`src/design/sp_pkg.sv`:
```
// package: constants and types of the stack and pointer register block
package sp_pkg;
   localparam int          DATA_W          = 8;
   localparam int          ADDR_W          = 16;
   localparam int          REGF_W          = 5;
   // highest sram address; plain default, set per implementation
   localparam logic [15:0] SRAM_TOP        = 16'h04ff;
   localparam bit          HAS_HIGH_BYTE   = 1'b1;
   localparam logic [15:0] STEP_BYTE       = 16'h0001;
   localparam logic [15:0] STEP_ADDR       = 16'h0002;
   localparam logic [4:0]  REG_X_LO        = 5'h1a;
   localparam logic [4:0]  REG_X_HI        = 5'h1b;
   localparam logic [4:0]  REG_Y_LO        = 5'h1c;
   localparam logic [4:0]  REG_Y_HI        = 5'h1d;
   localparam logic [4:0]  REG_Z_LO        = 5'h1e;
   localparam logic [4:0]  REG_Z_HI        = 5'h1f;
   localparam logic [7:0]  BYTE_ZERO       = 8'h00;
   localparam logic [15:0] WORD_ZERO       = 16'h0000;

   // stack operation codes, one-hot
   typedef enum logic [4:0] {
      SP_OP_NONE  = 5'h01,
      SP_OP_PUSH  = 5'h02,
      SP_OP_CALL  = 5'h04,
      SP_OP_POP   = 5'h08,
      SP_OP_RET   = 5'h10
   } sp_op_type;

   // indirect pointer addressing modes, one-hot
   typedef enum logic [2:0] {
      SP_PM_DISP  = 3'h1,
      SP_PM_POST  = 3'h2,
      SP_PM_PRE   = 3'h4
   } sp_pmode_type;
endpackage : sp_pkg

```
`src/design/sp_regs.sv`:
```
// module: stack top pointer and indirect pointer register file
//
// Contract
// RULE_01: stack grows downward; storing moves the top pointer lower.
// RULE_02: the top pointer always holds the current stack top location.
// RULE_03: single-byte push lowers the top pointer by one.
// RULE_04: call or interrupt entry lowers the top pointer by two.
// RULE_05: single-byte pop raises the top pointer by one.
// RULE_06: subroutine or interrupt return raises the top pointer by two.
// RULE_07: top pointer split into high and low 8-bit read/write bytes.
// RULE_08: small data spaces keep only the low byte; high byte absent.
// RULE_09: software loads the top pointer above 0x0100 before calls.
// RULE_10: registers 26 to 31 pair into three 16-bit pointers.
// RULE_11: pointers support displacement, post-increment and pre-decrement.
// RULE_12: reset loads both bytes from the highest sram address.
// RULE_13: lower-numbered register is low byte, higher-numbered is high.
module sp_regs (
   input  wire logic                 clock,
   input  wire logic                 arst_n,
   input  wire logic                 ce,
   input  wire sp_pkg::sp_op_type    stack_op,
   input  wire logic                 sp_lo_wr,
   input  wire logic                 sp_hi_wr,
   input  wire logic [7:0]           sp_wr_data,
   input  wire logic                 gpr_wr,
   input  wire logic [4:0]           gpr_wr_idx,
   input  wire logic [7:0]           gpr_wr_data,
   input  wire logic [2:0]           ptr_use,
   input  wire sp_pkg::sp_pmode_type ptr_mode,
   input  wire logic [5:0]           ptr_disp,
   output logic [7:0]                stack_pointer_low_ff,
   output logic [7:0]                stack_pointer_high_ff,
   output logic [15:0]               stack_addr_ff,
   output logic [15:0]               ptr_addr_ff,
   output logic [15:0]               ptr_x_ff,
   output logic [15:0]               ptr_y_ff,
   output logic [15:0]               ptr_z_ff
);
   logic [15:0] sp_cur;
   logic [15:0] nxt_sp;
   logic [15:0] nxt_stack_addr;
   logic [15:0] nxt_ptr_addr;
   logic [15:0] addr_x;
   logic [15:0] addr_y;
   logic [15:0] addr_z;
   logic [2:0]  wr_lo;
   logic [2:0]  wr_hi;

   // --------------------------------------------------------------
   // stack top pointer
   // --------------------------------------------------------------
   // one word view keeps the step arithmetic in one adder
   assign sp_cur = {stack_pointer_high_ff, stack_pointer_low_ff}; // see RULE_07

   always_comb begin
      nxt_sp         = sp_cur;
      nxt_stack_addr = sp_cur; // see RULE_02
      unique case (stack_op)
         sp_pkg::SP_OP_NONE: begin
            nxt_sp = sp_cur;
         end
         sp_pkg::SP_OP_PUSH: begin
            nxt_sp = sp_cur - sp_pkg::STEP_BYTE; // see RULE_01 see RULE_03
         end
         sp_pkg::SP_OP_CALL: begin
            nxt_sp = sp_cur - sp_pkg::STEP_ADDR; // see RULE_04
         end
         sp_pkg::SP_OP_POP: begin
            nxt_sp         = sp_cur + sp_pkg::STEP_BYTE; // see RULE_05
            nxt_stack_addr = nxt_sp;
         end
         sp_pkg::SP_OP_RET: begin
            nxt_sp         = sp_cur + sp_pkg::STEP_ADDR; // see RULE_06
            nxt_stack_addr = sp_cur + sp_pkg::STEP_BYTE;
         end
         default: begin
            nxt_sp = sp_cur; // illegal op codes leave the pointer alone
         end
      endcase
      // software writes win; the core never mixes both in one cycle
      if (sp_lo_wr) begin
         nxt_sp[7:0] = sp_wr_data; // see RULE_07
      end
      if (sp_hi_wr && sp_pkg::HAS_HIGH_BYTE) begin
         nxt_sp[15:8] = sp_wr_data; // see RULE_07
      end
      if (!sp_pkg::HAS_HIGH_BYTE) begin
         nxt_sp[15:8] = sp_pkg::BYTE_ZERO; // see RULE_08
      end
   end

   // --------------------------------------------------------------
   // low byte register
   // --------------------------------------------------------------
   always_ff @(posedge clock or negedge arst_n) begin
      if (!arst_n) begin
         stack_pointer_low_ff <= sp_pkg::SRAM_TOP[7:0]; // see RULE_12
      end else if (ce) begin
         stack_pointer_low_ff <= nxt_sp[7:0]; // see RULE_07
      end
   end

   // --------------------------------------------------------------
   // high byte register, absent for small data spaces
   // --------------------------------------------------------------
   generate
      if (sp_pkg::HAS_HIGH_BYTE) begin : g_high
         always_ff @(posedge clock or negedge arst_n) begin
            if (!arst_n) begin
               stack_pointer_high_ff <= sp_pkg::SRAM_TOP[15:8]; // see RULE_12
            end else if (ce) begin
               stack_pointer_high_ff <= nxt_sp[15:8]; // see RULE_07
            end
         end
      end else begin : g_no_high
         // reads as zero; writes to it are dropped
         assign stack_pointer_high_ff = sp_pkg::BYTE_ZERO; // see RULE_08
      end
   endgenerate

   // --------------------------------------------------------------
   // stack access address
   // --------------------------------------------------------------
   always_ff @(posedge clock or negedge arst_n) begin
      if (!arst_n) begin
         stack_addr_ff <= sp_pkg::SRAM_TOP;
      end else if (ce) begin
         stack_addr_ff <= nxt_stack_addr; // see RULE_02
      end
   end

   // --------------------------------------------------------------
   // indirect pointers, decoded from general register writes
   // --------------------------------------------------------------
   always_comb begin
      wr_lo    = 3'h0;
      wr_hi    = 3'h0;
      wr_lo[0] = gpr_wr && (gpr_wr_idx == sp_pkg::REG_X_LO); // see RULE_10
      wr_hi[0] = gpr_wr && (gpr_wr_idx == sp_pkg::REG_X_HI);
      wr_lo[1] = gpr_wr && (gpr_wr_idx == sp_pkg::REG_Y_LO);
      wr_hi[1] = gpr_wr && (gpr_wr_idx == sp_pkg::REG_Y_HI);
      wr_lo[2] = gpr_wr && (gpr_wr_idx == sp_pkg::REG_Z_LO);
      wr_hi[2] = gpr_wr && (gpr_wr_idx == sp_pkg::REG_Z_HI);
   end

   // --------------------------------------------------------------
   // x pointer, registers 26 and 27
   // --------------------------------------------------------------
   sp_ptr_pair u_ptr_x (
      .clock   (clock),
      .arst_n  (arst_n),
      .ce      (ce),
      .wr_lo   (wr_lo[0]),
      .wr_hi   (wr_hi[0]),
      .wr_data (gpr_wr_data),
      .use_en  (ptr_use[0]),
      .mode    (ptr_mode),
      .disp    (ptr_disp),
      .ptr_ff  (ptr_x_ff),
      .addr    (addr_x)
   );

   // --------------------------------------------------------------
   // y pointer, registers 28 and 29
   // --------------------------------------------------------------
   sp_ptr_pair u_ptr_y (
      .clock   (clock),
      .arst_n  (arst_n),
      .ce      (ce),
      .wr_lo   (wr_lo[1]),
      .wr_hi   (wr_hi[1]),
      .wr_data (gpr_wr_data),
      .use_en  (ptr_use[1]),
      .mode    (ptr_mode),
      .disp    (ptr_disp),
      .ptr_ff  (ptr_y_ff),
      .addr    (addr_y)
   );

   // --------------------------------------------------------------
   // z pointer, registers 30 and 31
   // --------------------------------------------------------------
   sp_ptr_pair u_ptr_z (
      .clock   (clock),
      .arst_n  (arst_n),
      .ce      (ce),
      .wr_lo   (wr_lo[2]),
      .wr_hi   (wr_hi[2]),
      .wr_data (gpr_wr_data),
      .use_en  (ptr_use[2]),
      .mode    (ptr_mode),
      .disp    (ptr_disp),
      .ptr_ff  (ptr_z_ff),
      .addr    (addr_z)
   );

   // --------------------------------------------------------------
   // registered data address of the pointer in use
   // --------------------------------------------------------------
   always_comb begin
      nxt_ptr_addr = ptr_addr_ff;
      // lowest pointer wins should the core ever raise two uses
      if (ptr_use[0]) begin
         nxt_ptr_addr = addr_x;
      end else if (ptr_use[1]) begin
         nxt_ptr_addr = addr_y;
      end else if (ptr_use[2]) begin
         nxt_ptr_addr = addr_z;
      end
   end

   always_ff @(posedge clock or negedge arst_n) begin
      if (!arst_n) begin
         ptr_addr_ff <= sp_pkg::WORD_ZERO;
      end else if (ce) begin
         ptr_addr_ff <= nxt_ptr_addr;
      end
   end
endmodule // sp_regs

```
`src/design/sp_ptr_pair.sv`:
```
// module: one 16-bit indirect pointer built from two general registers
module sp_ptr_pair (
   input  wire logic                clock,
   input  wire logic                arst_n,
   input  wire logic                ce,
   input  wire logic                wr_lo,
   input  wire logic                wr_hi,
   input  wire logic [7:0]          wr_data,
   input  wire logic                use_en,
   input  wire sp_pkg::sp_pmode_type mode,
   input  wire logic [5:0]          disp,
   output logic [15:0]              ptr_ff,
   output logic [15:0]              addr
);
   logic [15:0] nxt_ptr;

   // --------------------------------------------------------------
   // address and update
   // --------------------------------------------------------------
   always_comb begin
      nxt_ptr = ptr_ff;
      addr    = ptr_ff;
      if (use_en) begin
         unique case (mode)
            sp_pkg::SP_PM_DISP: begin
               addr = ptr_ff + {10'h000, disp}; // see RULE_11
            end
            sp_pkg::SP_PM_POST: begin
               nxt_ptr = ptr_ff + sp_pkg::STEP_BYTE; // see RULE_11
            end
            sp_pkg::SP_PM_PRE: begin
               nxt_ptr = ptr_ff - sp_pkg::STEP_BYTE; // see RULE_11
               addr    = nxt_ptr;
            end
            default: begin
               addr = ptr_ff;
            end
         endcase
      end
      // register writes win over the mode update
      if (wr_lo) begin
         nxt_ptr[7:0] = wr_data; // see RULE_13
      end
      if (wr_hi) begin
         nxt_ptr[15:8] = wr_data; // see RULE_13
      end
   end

   always_ff @(posedge clock or negedge arst_n) begin
      if (!arst_n) begin
         ptr_ff <= sp_pkg::WORD_ZERO;
      end else if (ce) begin
         ptr_ff <= nxt_ptr;
      end
   end
endmodule // sp_ptr_pair

```
`config.mk`:
```
export PLATFORM = sky130hd
export DESIGN_NAME = sp_regs
export DESIGN_NICKNAME = d
export VERILOG_FILES = /design/src/design/sp_pkg.sv /design/src/design/sp_regs.sv /design/src/design/sp_ptr_pair.sv
export SDC_FILE = /design/constraint.sdc
export NUM_CORES = 1
export LEC_CHECK = 0
export BUFFER_PORTS_ARGS = -buffer_cell sky130_fd_sc_hd__clkbuf_2
export CORE_MARGIN = 1
export CORE_UTILIZATION = 54
export CTS_CLUSTER_SIZE = 16
export DETAILED_ROUTE_END_ITERATION = 8
export GPL_ROUTABILITY_DRIVEN = 0
export HOLD_SLACK_MARGIN = 0.06
export MAX_ROUTING_LAYER = met4
export PLACE_DENSITY = 0.73
export SYNTH_ARGS = -nofsm -noshare
export SYNTH_HDL_FRONTEND = slang
export SYNTH_SLANG_ARGS = --single-unit
```
`constraint.sdc`:
```
create_clock -name clock -period 3.3 [get_ports clock]
set_input_delay 0.495 -clock clock [delete_from_list [all_inputs] [get_ports clock]]
set_output_delay 0.495 -clock clock [all_outputs]
set_load 0.03 [all_outputs]
```
# [Yosys cells after proc, flatten, opt, wreduce, memory -nomap -nowiden]
# Index checks and enable logic that the tools add are counted.
[op_classes] n_reduce_logical=31 muxes=22 eq_ne=13 add_sub_neg=13
[ops] op="$pmux 16 s2" count=6
[ops] op="$mux 16" count=7
[ops] op="$add 16x1->16 const B" count=4
[ops] op="$mux 8" count=8
[ops] op="$pmux 16 s4" count=1
[ops] op="$sub 16x1->16 const B" count=4
[ops] op="$add 16x6->16" count=3
[ops] op="$eq 5x5->1 const B" count=7
[ops] op="$reduce_bool 3->1" count=7
[ops] op="$reduce_and 3->1" count=6
[ops] op="$add 16x2->16 const B" count=1
[ops] op="$sub 16x2->16 const B" count=1
[ops] op="$reduce_bool 2->1" count=6
[ops] op="$reduce_bool 5->1" count=2
[ops] op="$logic_and 1x1->1" count=6
[ops] op="$reduce_and 2->1" count=3
[ops] op="$eq 5x2->1 const B" count=1
[ops] op="$eq 5x3->1 const B" count=1
[ops] op="$eq 5x4->1 const B" count=1
[ops] op="$eq 3x1->1 const B" count=1
[ops] op="$eq 3x2->1 const B" count=1
[ops] op="$eq 3x3->1 const B" count=1
[ops] op="$reduce_or 2->1" count=1
[word_totals] reg_bits=96 inputBits=44 output_inout_bits=96

# [Longest topological paths before layout]
# Gate-level depths: netlist (run 1).
[logic_depth] depth_word=5 mapped_depth=10 ltp_nobuf=10

# [By module]
# A second synthesis (run 1) with hierarchy kept.
[hier_totals] hier_cells=1475 hier_area_um2=11089.4
[by_module_without_submodules] module="sp_ptr_pair at u_ptr_y ..." cells_per_inst=327 area_per_inst_um2=2397.3 seq_area_each_um2=400.4 instances=2
[by_module_without_submodules] module="sp_regs" cells_per_inst=508 area_per_inst_um2=4033.9 seq_area_each_um2=1223.7 instances=1
[by_module_without_submodules] module="sp_ptr_pair at u_ptr_x" cells_per_inst=313 area_per_inst_um2=2260.9 seq_area_each_um2=400.4 instances=1

# [Least setup slack after synthesis (run 1)]
# No wires, ideal clock.
[synth_timing] path_kind="input to register" startpoint="input port stack_op[1]" endpoint="register stack_pointer_high_ff[5]" n_path_buf=0 path_slack_ns=0.176 t_required_ns=3.171 setup_time_ns=0.129 cell_stages=10 t_arrival_ns=2.995 cell_sequence="nor2_1 -> nand3_1 -> fa_1 -> a21o_1 -> a221o_1 -> a211oi_1 -> o21ai_0 -> xor2_1 -> a21oi_1 -> o21ai_0"
[synth_between] elab_chain_cells=3
[synth_lines] element="start, declared" line="sp_regs.sv:21" source="input wire sp_pkg::sp_op_type stack_op,"
[synth_lines] element="$eq 5x5->1 (tied with other cells)" line="sp_regs.sv:58" source="unique case (stack_op)"
[synth_lines] element="$pmux 16 s4 or $reduce_bool 5->1 (tied branches)"
[synth_lines] element="$mux 8 or $reduce_and 2->1 (tied branches)"
[synth_lines] element="end signal, assigned" line="sp_regs.sv:110" source="stack_pointer_high_ff <= sp_pkg::SRAM_TOP[15:8];"
[synth_lines] element="end signal, assigned" line="sp_regs.sv:112" source="stack_pointer_high_ff <= nxt_sp[15:8];"
[synth_lines] element="end, declared" line="sp_regs.sv:32" source="output logic [7:0] stack_pointer_high_ff,"
# Parallel ways exist; a longest one is shown, timed or not.
# A chain may end at the register's enable or synchronous reset.

# [Worst setup path after layout (run 1)]
[layout_timing] startpoint="register u_ptr_y.ptr_ff[0]" endpoint="register ptr_addr_ff[8]"
[layout_between] elab_chain_cells=4
[layout_lines] element="start, declared" line="sp_ptr_pair.sv:12" source="output logic [15:0] ptr_ff,"
[layout_lines] element="start signal, assigned" line="sp_ptr_pair.sv:51" source="ptr_ff <= sp_pkg::WORD_ZERO;"
[layout_lines] element="start signal, assigned" line="sp_ptr_pair.sv:53" source="ptr_ff <= nxt_ptr;"
[layout_lines] element="$sub 16x1->16 or $add 16x6->16 (tied branches)" line="sp_ptr_pair.sv:32, sp_ptr_pair.sv:26"
[layout_lines] element="$pmux 16 s2 (*)" line="sp_ptr_pair.sv:24" source="unique case (mode)"
[layout_lines] element="$mux 16 (*)" line="sp_regs.sv:205" source="end else if (ptr_use[1]) begin"
[layout_lines] element="$mux 16 (*)" line="sp_regs.sv:203" source="if (ptr_use[0]) begin"
[layout_lines] element="end signal, assigned" line="sp_regs.sv:214" source="ptr_addr_ff <= sp_pkg::WORD_ZERO;"
[layout_lines] element="end signal, assigned" line="sp_regs.sv:216" source="ptr_addr_ff <= nxt_ptr_addr;"
[layout_lines] element="end, declared" line="sp_regs.sv:34" source="output logic [15:0] ptr_addr_ff,"
# Mark *: on every way between the ends. The rest lies on a longest branch, timed or not.

==> flow_metrics.tcl, run 1 <==
set metrics [dict create \
    status "complete, no violations" \
    switching_share_pct 49.93 \
    vias 11260 \
    drt-wirelength-per-cell_um 20.46 \
    cp_common_cell "nand2_1" \
    comb_power_share_pct 54.0 \
    arrival_ns 3.13 \
    synth.area.top_cells "dfrtp_1, a21oi_1, nand2_1" \
    core_area_sq_um 17480 \
    drt_first_pass_iters 6 \
    path_max_fanout 9 \
    grt-ovfl-total 0 \
    irDropWorstVdd_v 0.0003778 \
    cp_slowest_cell "nor3b_1" \
    period_minus_slack_ns 2.881 \
    cts_buffers 9 \
    timing.fmax_mhz 347.1 \
    viasPerCell 6.734 \
    wl_mm 34.20 \
    ys_seq_area_share_pct 24.75 \
    nets 1531 \
    io_buffers 139 \
    holdBufCountCts 0 \
    pwr-share-clk_pct 16.8 \
    antennaDiodeCount 0 \
    start_util_pct 56.05 \
    final-hold-violation-count 0 \
    die_x_um 136.7 \
    syn_to_final_growth_pct 13.03 \
    fillers 1640 \
    grt_max_degree 58 \
    hold-worst-slack_ns 0.2115 \
    rsz0062_at_grt "no" \
    first_global_vias 9916 \
    io_pins 140 \
    path_class "flop to flop" \
    syn_inst 1348 \
    ys_types 79 \
    start_kind "flop" \
    post_cts_resize_count 0 \
    final_util_pct 63.35 \
    drv_cap 0 \
    cts_buffer_depth 2 \
    p_sw_mw 3.588 \
    antenna_found_initial 0 \
    ant_nets 0 \
    synth_ff_type "dfrtp_1" \
    ys_warn_count 0 \
    synth.avg_cell_area_sq_um 7.267 \
    cts.sinks 96 \
    die-area_sq_um 18680 \
    tns_ns 0 \
    cts_setup_buffers 0 \
    drc 0 \
    drtIter0Drc 1571 \
    min_path_type "primary input to asynchronous set/reset pin" \
    path_clk_slew_ns 0.07 \
    cp.required_ns 3.55 \
    worst_pin_slew_ns 0.9308 \
    synth_seq_cells 96 \
    reg2reg_depth 10 \
    drive_above_1_share_pct 16.31 \
    syn_nets 1437 \
    synth.cell_area_sq_um 9796 \
    slew_viol_final 0 \
    grt_use_total_pct 38.34 \
    clock_latency_ns 0.36 \
    setup_viol 0 \
    clock_skew_ns 0.005663 \
    finalCritPeriodShare_pct 87.31 \
    synth.top_cell.area_share_pct 19.93 \
    dp_hpwl_mm 25.15 \
    synth_top_cell_by_area "dfrtp_1" \
    async_reset_ff_share_pct 100.0 \
    internal_power_mw 3.598 \
    cts_tree "done" \
    cpPeakStageDelay_ns 0.52 \
    die_h_um 136.7 \
    end_kind "flop" \
    synth_enable_flop_cells 0 \
    max_slew_margin_pct 37.72 \
    path_cells "buf_4 > inv_1 > ha_1 > nor3b_1 > nand2_1 > a21o_1 > a211oi_1 > nand2_1 > a2bb2oi_1 > o31ai_1" \
    num_rows 48 \
    cts-root-buf "clkbuf_16" \
    leakage_nw 4.614 \
    cts.htree.levels 3 \
    seqPwrFrac_pct 29.2 \
    grt_pass1_wl_mm 53.18 \
    power.density_nw_per_um2 649.0 \
]
-- registers in the layout, summed over array words and instances (netlist names) --
name                   flops
ptr_addr_ff               16
stack_addr_ff             16
stack_pointer_high_ff      8
stack_pointer_low_ff       8
u_ptr_x.ptr_ff            16
u_ptr_y.ptr_ff            16
u_ptr_z.ptr_ff            16
-- kinds of logic after synthesis --
kind of cell    synth area share (%)
mux                           0.7281
xor+xnor                       6.348
compound gates                 32.81
buf+inv                        4.675
fa+ha+maj                      6.054
flops                          24.75
simple gates                   24.63
-- placed cells by master, fill, tap and decap left out, types with 42 or more instances in the layout --
| cell | n |
|---|---|
| clkbuf_2 | 138 |
| nand2_1 | 152 |
| xor2_1 | 46 |
| nand3_1 | 44 |
| dfrtp_1 | 78 |
| a21oi_1 | 159 |
| nor3_1 | 52 |
| o21ai_0 | 94 |
| nor2_1 | 129 |
| o22ai_1 | 42 |
-- stage by stage --
step / total power [mW] / instance area, sq um / setup slack (ns) / cells
after CTS: 7.089 / 11070 / 0.4698 / 1672
after floorplan: 4.765 / 9796 / 0.1758 / 1348
after global placement: 5.817 / 10740 / 0.1895 / 1656
final: 7.185 / 11070 / 0.4188 / 1672
after global routing: 7.633 / 11070 / 0.2120 / 1672
after detailed placement: 5.878 / 10740 / 0.08737 / 1656
-- power groups by stage --
stage          Sequential, mW  Clock [mW]  Combinational [mW]
2_1_floorplan            2.39           0                2.37
6_report                 2.10        1.21                3.88
3_5_place_dp             2.10           0                3.78
5_1_grt                  2.15        1.26                4.22
4_1_cts                  2.07        1.21                3.80
3_3_place_gp             2.09           0                3.73
-- final timing paths --
| check | startpoint | end | slack, ns |
|---|---|---|---|
| max in group asynchronous | arst_n | stack_addr_ff[2] | 2.33 |
| hold reg to reg | ptr_addr_ff[0] | ptr_addr_ff[0] | 0.48 |
| setup / recovery | u_ptr_y.ptr_ff[0] | ptr_addr_ff[8] | 0.42 |
| hold / removal | arst_n | u_ptr_z.ptr_ff[10] | 0.21 |
| setup reg to reg | u_ptr_y.ptr_ff[0] | ptr_addr_ff[8] | 0.42 |
| min in group clock | sp_wr_data[2] | stack_pointer_low_ff[2] | 0.42 |
-- final cells by class --
type                    instances  area [sq um]  share of cell area (%)
multi-input cells            1135          6927                   62.56
clock buffers                  10         239.0                   2.158
repair buffers                181          1039                   9.380
inverters                      19         71.32                  0.6441
flip-flops and latches         96          2425                   21.90
clock inverters                 6         90.09                  0.8136
well taps                     225         281.5                   2.543
-- metal layers --
metal / GRT usage [%] / part of all wire [%] / vias to the layer above
li1: - / - / 5236
met1: 54.72 / 43 / 5220
met2: 50.42 / 40 / 723
met3: 10.41 / 14 / 81
met4: 14.81 / 3.3 / 0
met5: - / 0 / -
-- synth_stat cells, drive strengths merged, types with 8 or more instances --
cell type,count
buf,8
a22oi,8
nor3,52
dfrtp,78
a21oi,160
o22ai,42
a21o,16
xor2,46
or4,9
dfstp,18
and2,8
o21ai,102
nor3b,8
a31oi,33
or3,11
inv,18
and3,14
clkbuf,90
o21a,16
nand2,152
nor2,130
nand3,44
xnor2,25
o22a,15
o31ai,9
o211ai,10
a211oi,18
nand4,12
nand2b,14
ha,41
nor4,19
-- critical path: cells and delay by family (launching register included) --
family / cells / cell delay (ns)
buffers and inverters: 2 / 0.28
adders and majority gates: 1 / 0.25
and+or+nand+nor: 3 / 0.86
DFF: 1 / 0.43
AOI/OAI and AO/OA: 4 / 0.94
Power figures use the tool's default switching activity.
==> inputs of run 2 (changes only) <==
==> constraint.sdc (replaced) <==
create_clock -name clock -period 3.3 [get_ports clock]
set_input_delay 0.66 -clock clock [delete_from_list [all_inputs] [get_ports clock]]
set_output_delay 0.66 -clock clock [all_outputs]
set_load 0.03 [all_outputs]
==> run 2 against run 1 <==
Against the previous run: die area unchanged; via count increased by 1.7%; count of clock-buffer cells in the layout increased by 5; setup slack got worse by 0.14 ns; non-clock buffer count increased by 13; clock skew increased by 0.0018 ns; register-to-register slack about the same; fmax decreased by 4.7%; core utilization increased by 0.31 points; largest power group unchanged.
==> flow_metrics.tcl, run 2 (synthesis gave the netlist of run 1 again) <==
set metrics [dict create \
    status "complete, no violations" \
    reg2reg_depth 9 \
    period_minus_slack_ns 3.022 \
    start_kind "primary input" \
    first_global_vias 10044 \
    worst_pin_slew_ns 0.8987 \
    seqPwrFrac_pct 29.4 \
    slew_viol_final 0 \
    pwr-share-clk_pct 15.3 \
    path_cells "clkbuf_2 > nor2_1 > nand3_1 > buf_4 > ha_1 > and2_1 > a221o_1 > a211oi_1 > o21ai_0 > xor2_1 > a21oi_1 > o21ai_0" \
    grt_max_degree 51 \
    p_sw_mw 3.559 \
    final_util_pct 63.66 \
    grt-ovfl-total 0 \
    setup_viol 0 \
    cts_tree "done" \
    finalCritPeriodShare_pct 91.57 \
    leakage_nw 4.654 \
    cp_slowest_cell "a211oi_1" \
    vias 11454 \
    mostFrequentLayoutCell "a21oi_1" \
    cts-root-buf "clkbuf_16" \
    rsz0062_at_grt "no" \
    die_h_um 136.7 \
    io_buffers 139 \
    place_area_sq_um 10830 \
    antennaDiodeCount 0 \
    layout_common_cells "a21oi_1, nand2_1, clkbuf_2, nor2_1, o21ai_0" \
    startpoint "stack_op[1]" \
    ant_nets 0 \
    wl_mm 34.57 \
    switching_share_pct 50.15 \
    start_util_pct 56.05 \
    holdBufCountCts 0 \
    internal_power_mw 3.538 \
    worstReg2RegEnd "ptr_addr_ff[14]" \
    antenna_found_initial 0 \
    timing.fmax_mhz 330.9 \
    final-hold-violation-count 0 \
    comb_power_share_pct 55.3 \
    num_rows 48 \
    drt_first_pass_iters 6 \
    cp_common_cell "o21ai_0" \
    nets 1544 \
    cp.required_ns 3.54 \
    io_pins 140 \
    path_clk_slew_ns 0.07 \
    die_x_um 136.7 \
    cpPeakStageDelay_ns 0.41 \
    fillers 1625 \
    finalNonFillerCells 1685 \
    post-place-cells 1669 \
    hold-worst-slack_ns 0.3176 \
    drt-wirelength-per-cell_um 20.52 \
    drtIter0Drc 1595 \
    grt_pass1_wl_mm 53.84 \
    syn_to_final_growth_pct 13.58 \
    total_power_mw 7.097 \
    grt_use_total_pct 38.57 \
    final_cell_area_sq_um 11130 \
    drc 0 \
    cts.sinks 96 \
    clock_latency_ns 0.36 \
    min_path_type "primary input to asynchronous set/reset pin" \
    end_kind "flop" \
    dp_hpwl_mm 25.30 \
    arrival_ns 3.26 \
    cts_buffer_depth 2 \
    path_class "primary input to flop" \
    r2r-start "u_ptr_z.ptr_ff[0]" \
    post_cts_resize_count 0 \
    cts_buffers 9 \
    power.density_nw_per_um2 637.9 \
    seq_area_sq_um 2425 \
    cts_setup_buffers 0 \
    cts.htree.levels 3 \
    clock_skew_ns 0.007480 \
    multi_input_area_sq_um 6927 \
    regToRegSetupSlack_ns 0.41 \
    die-area_sq_um 18680 \
    viasPerCell 6.798 \
    path_max_fanout 15 \
    core_area_sq_um 17480 \
    drv_cap 0 \
    drive_above_1_share_pct 16.85 \
    irDropWorstVdd_v 0.0003787 \
    max_slew_margin_pct 39.62 \
]
==> run 2: cell types whose count changed in the layout (fill, tap and decap cells not counted), sizes merged <==
cell,delta
buf,+13
clkbuf,+5
bufinv,-2
clkinv,-1
clkinvlp,-1
inv,-1
==> run 2: how the worst max path moves through the flow <==
| stage | end | slack, ns | cells after the start |
|---|---|---|---|
| 2_1_floorplan | stack_pointer_high_ff[5] | 0.01 | 10 |
| 3_3_place_gp | stack_pointer_high_ff[5] | 0.05 | 12 |
| 3_5_place_dp | stack_pointer_high_ff[5] | -0.08 | 12 |
| 4_1_cts | stack_pointer_high_ff[5] | 0.30 | 12 |
| 5_1_grt | stack_pointer_high_ff[2] | 0.03 | 12 |
| 6_report | stack_pointer_high_ff[5] | 0.28 | 12 |
==> run 2: routing by layer <==
| layer | global-route usage [%] | routed length, um | part of all wire [%] | up-vias |
|---|---|---|---|---|
| met5 | - | 0 | 0 | - |
| met4 | 16.73 | 1254 | 3.6 | 0 |
| met3 | 7.074 | 4560 | 13 | 97 |
| met2 | 51.55 | 13950 | 40 | 764 |
| met1 | 55.78 | 14800 | 43 | 5343 |
| li1 | - | - | - | 5250 |
==> run 2: metrics by stage <==
| step | setup WS [ns] | TNS (ns) |
|---|---|---|
| global route | 0.02554 | 0 |
| global placement | 0.04731 | 0 |
| detailed placement | -0.07900 | -0.1429 |
| CTS | 0.3038 | 0 |
| floorplan | 0.01081 | 0 |
| finish | 0.2781 | 0 |
==> run 2: final cells by class <==
type / instances / share of cell area, %
inverter: 19 / 0.6410
timing repair buffer: 194 / 10.10
clock inverter: 1 / 0.07872
multi-input combinational: 1135 / 62.26
tap: 225 / 2.530
clock buffer: 15 / 2.598
sequential: 96 / 21.79
==> run 2: power groups by stage <==
| stage | clock network (mW) | logic, mW | registers (mW) |
|---|---|---|---|
| 3_5_place_dp | 0 | 3.82 | 2.08 |
| 3_3_place_gp | 0 | 3.78 | 2.07 |
| 6_report | 1.09 | 3.92 | 2.09 |
| 2_1_floorplan | 0 | 2.37 | 2.39 |
| 5_1_grt | 1.14 | 4.27 | 2.14 |
| 4_1_cts | 1.11 | 3.85 | 2.06 |
==> run 2: worst max-delay path, delay by kind of cell <==
kind                       cells  cell delay [ns]
and+or+nand+nor                3             0.58
buffers and inverters          2             0.37
AOI/OAI and AO/OA              5             1.15
xor gates and xnor gates       1             0.16
adders and majority gates      1             0.34
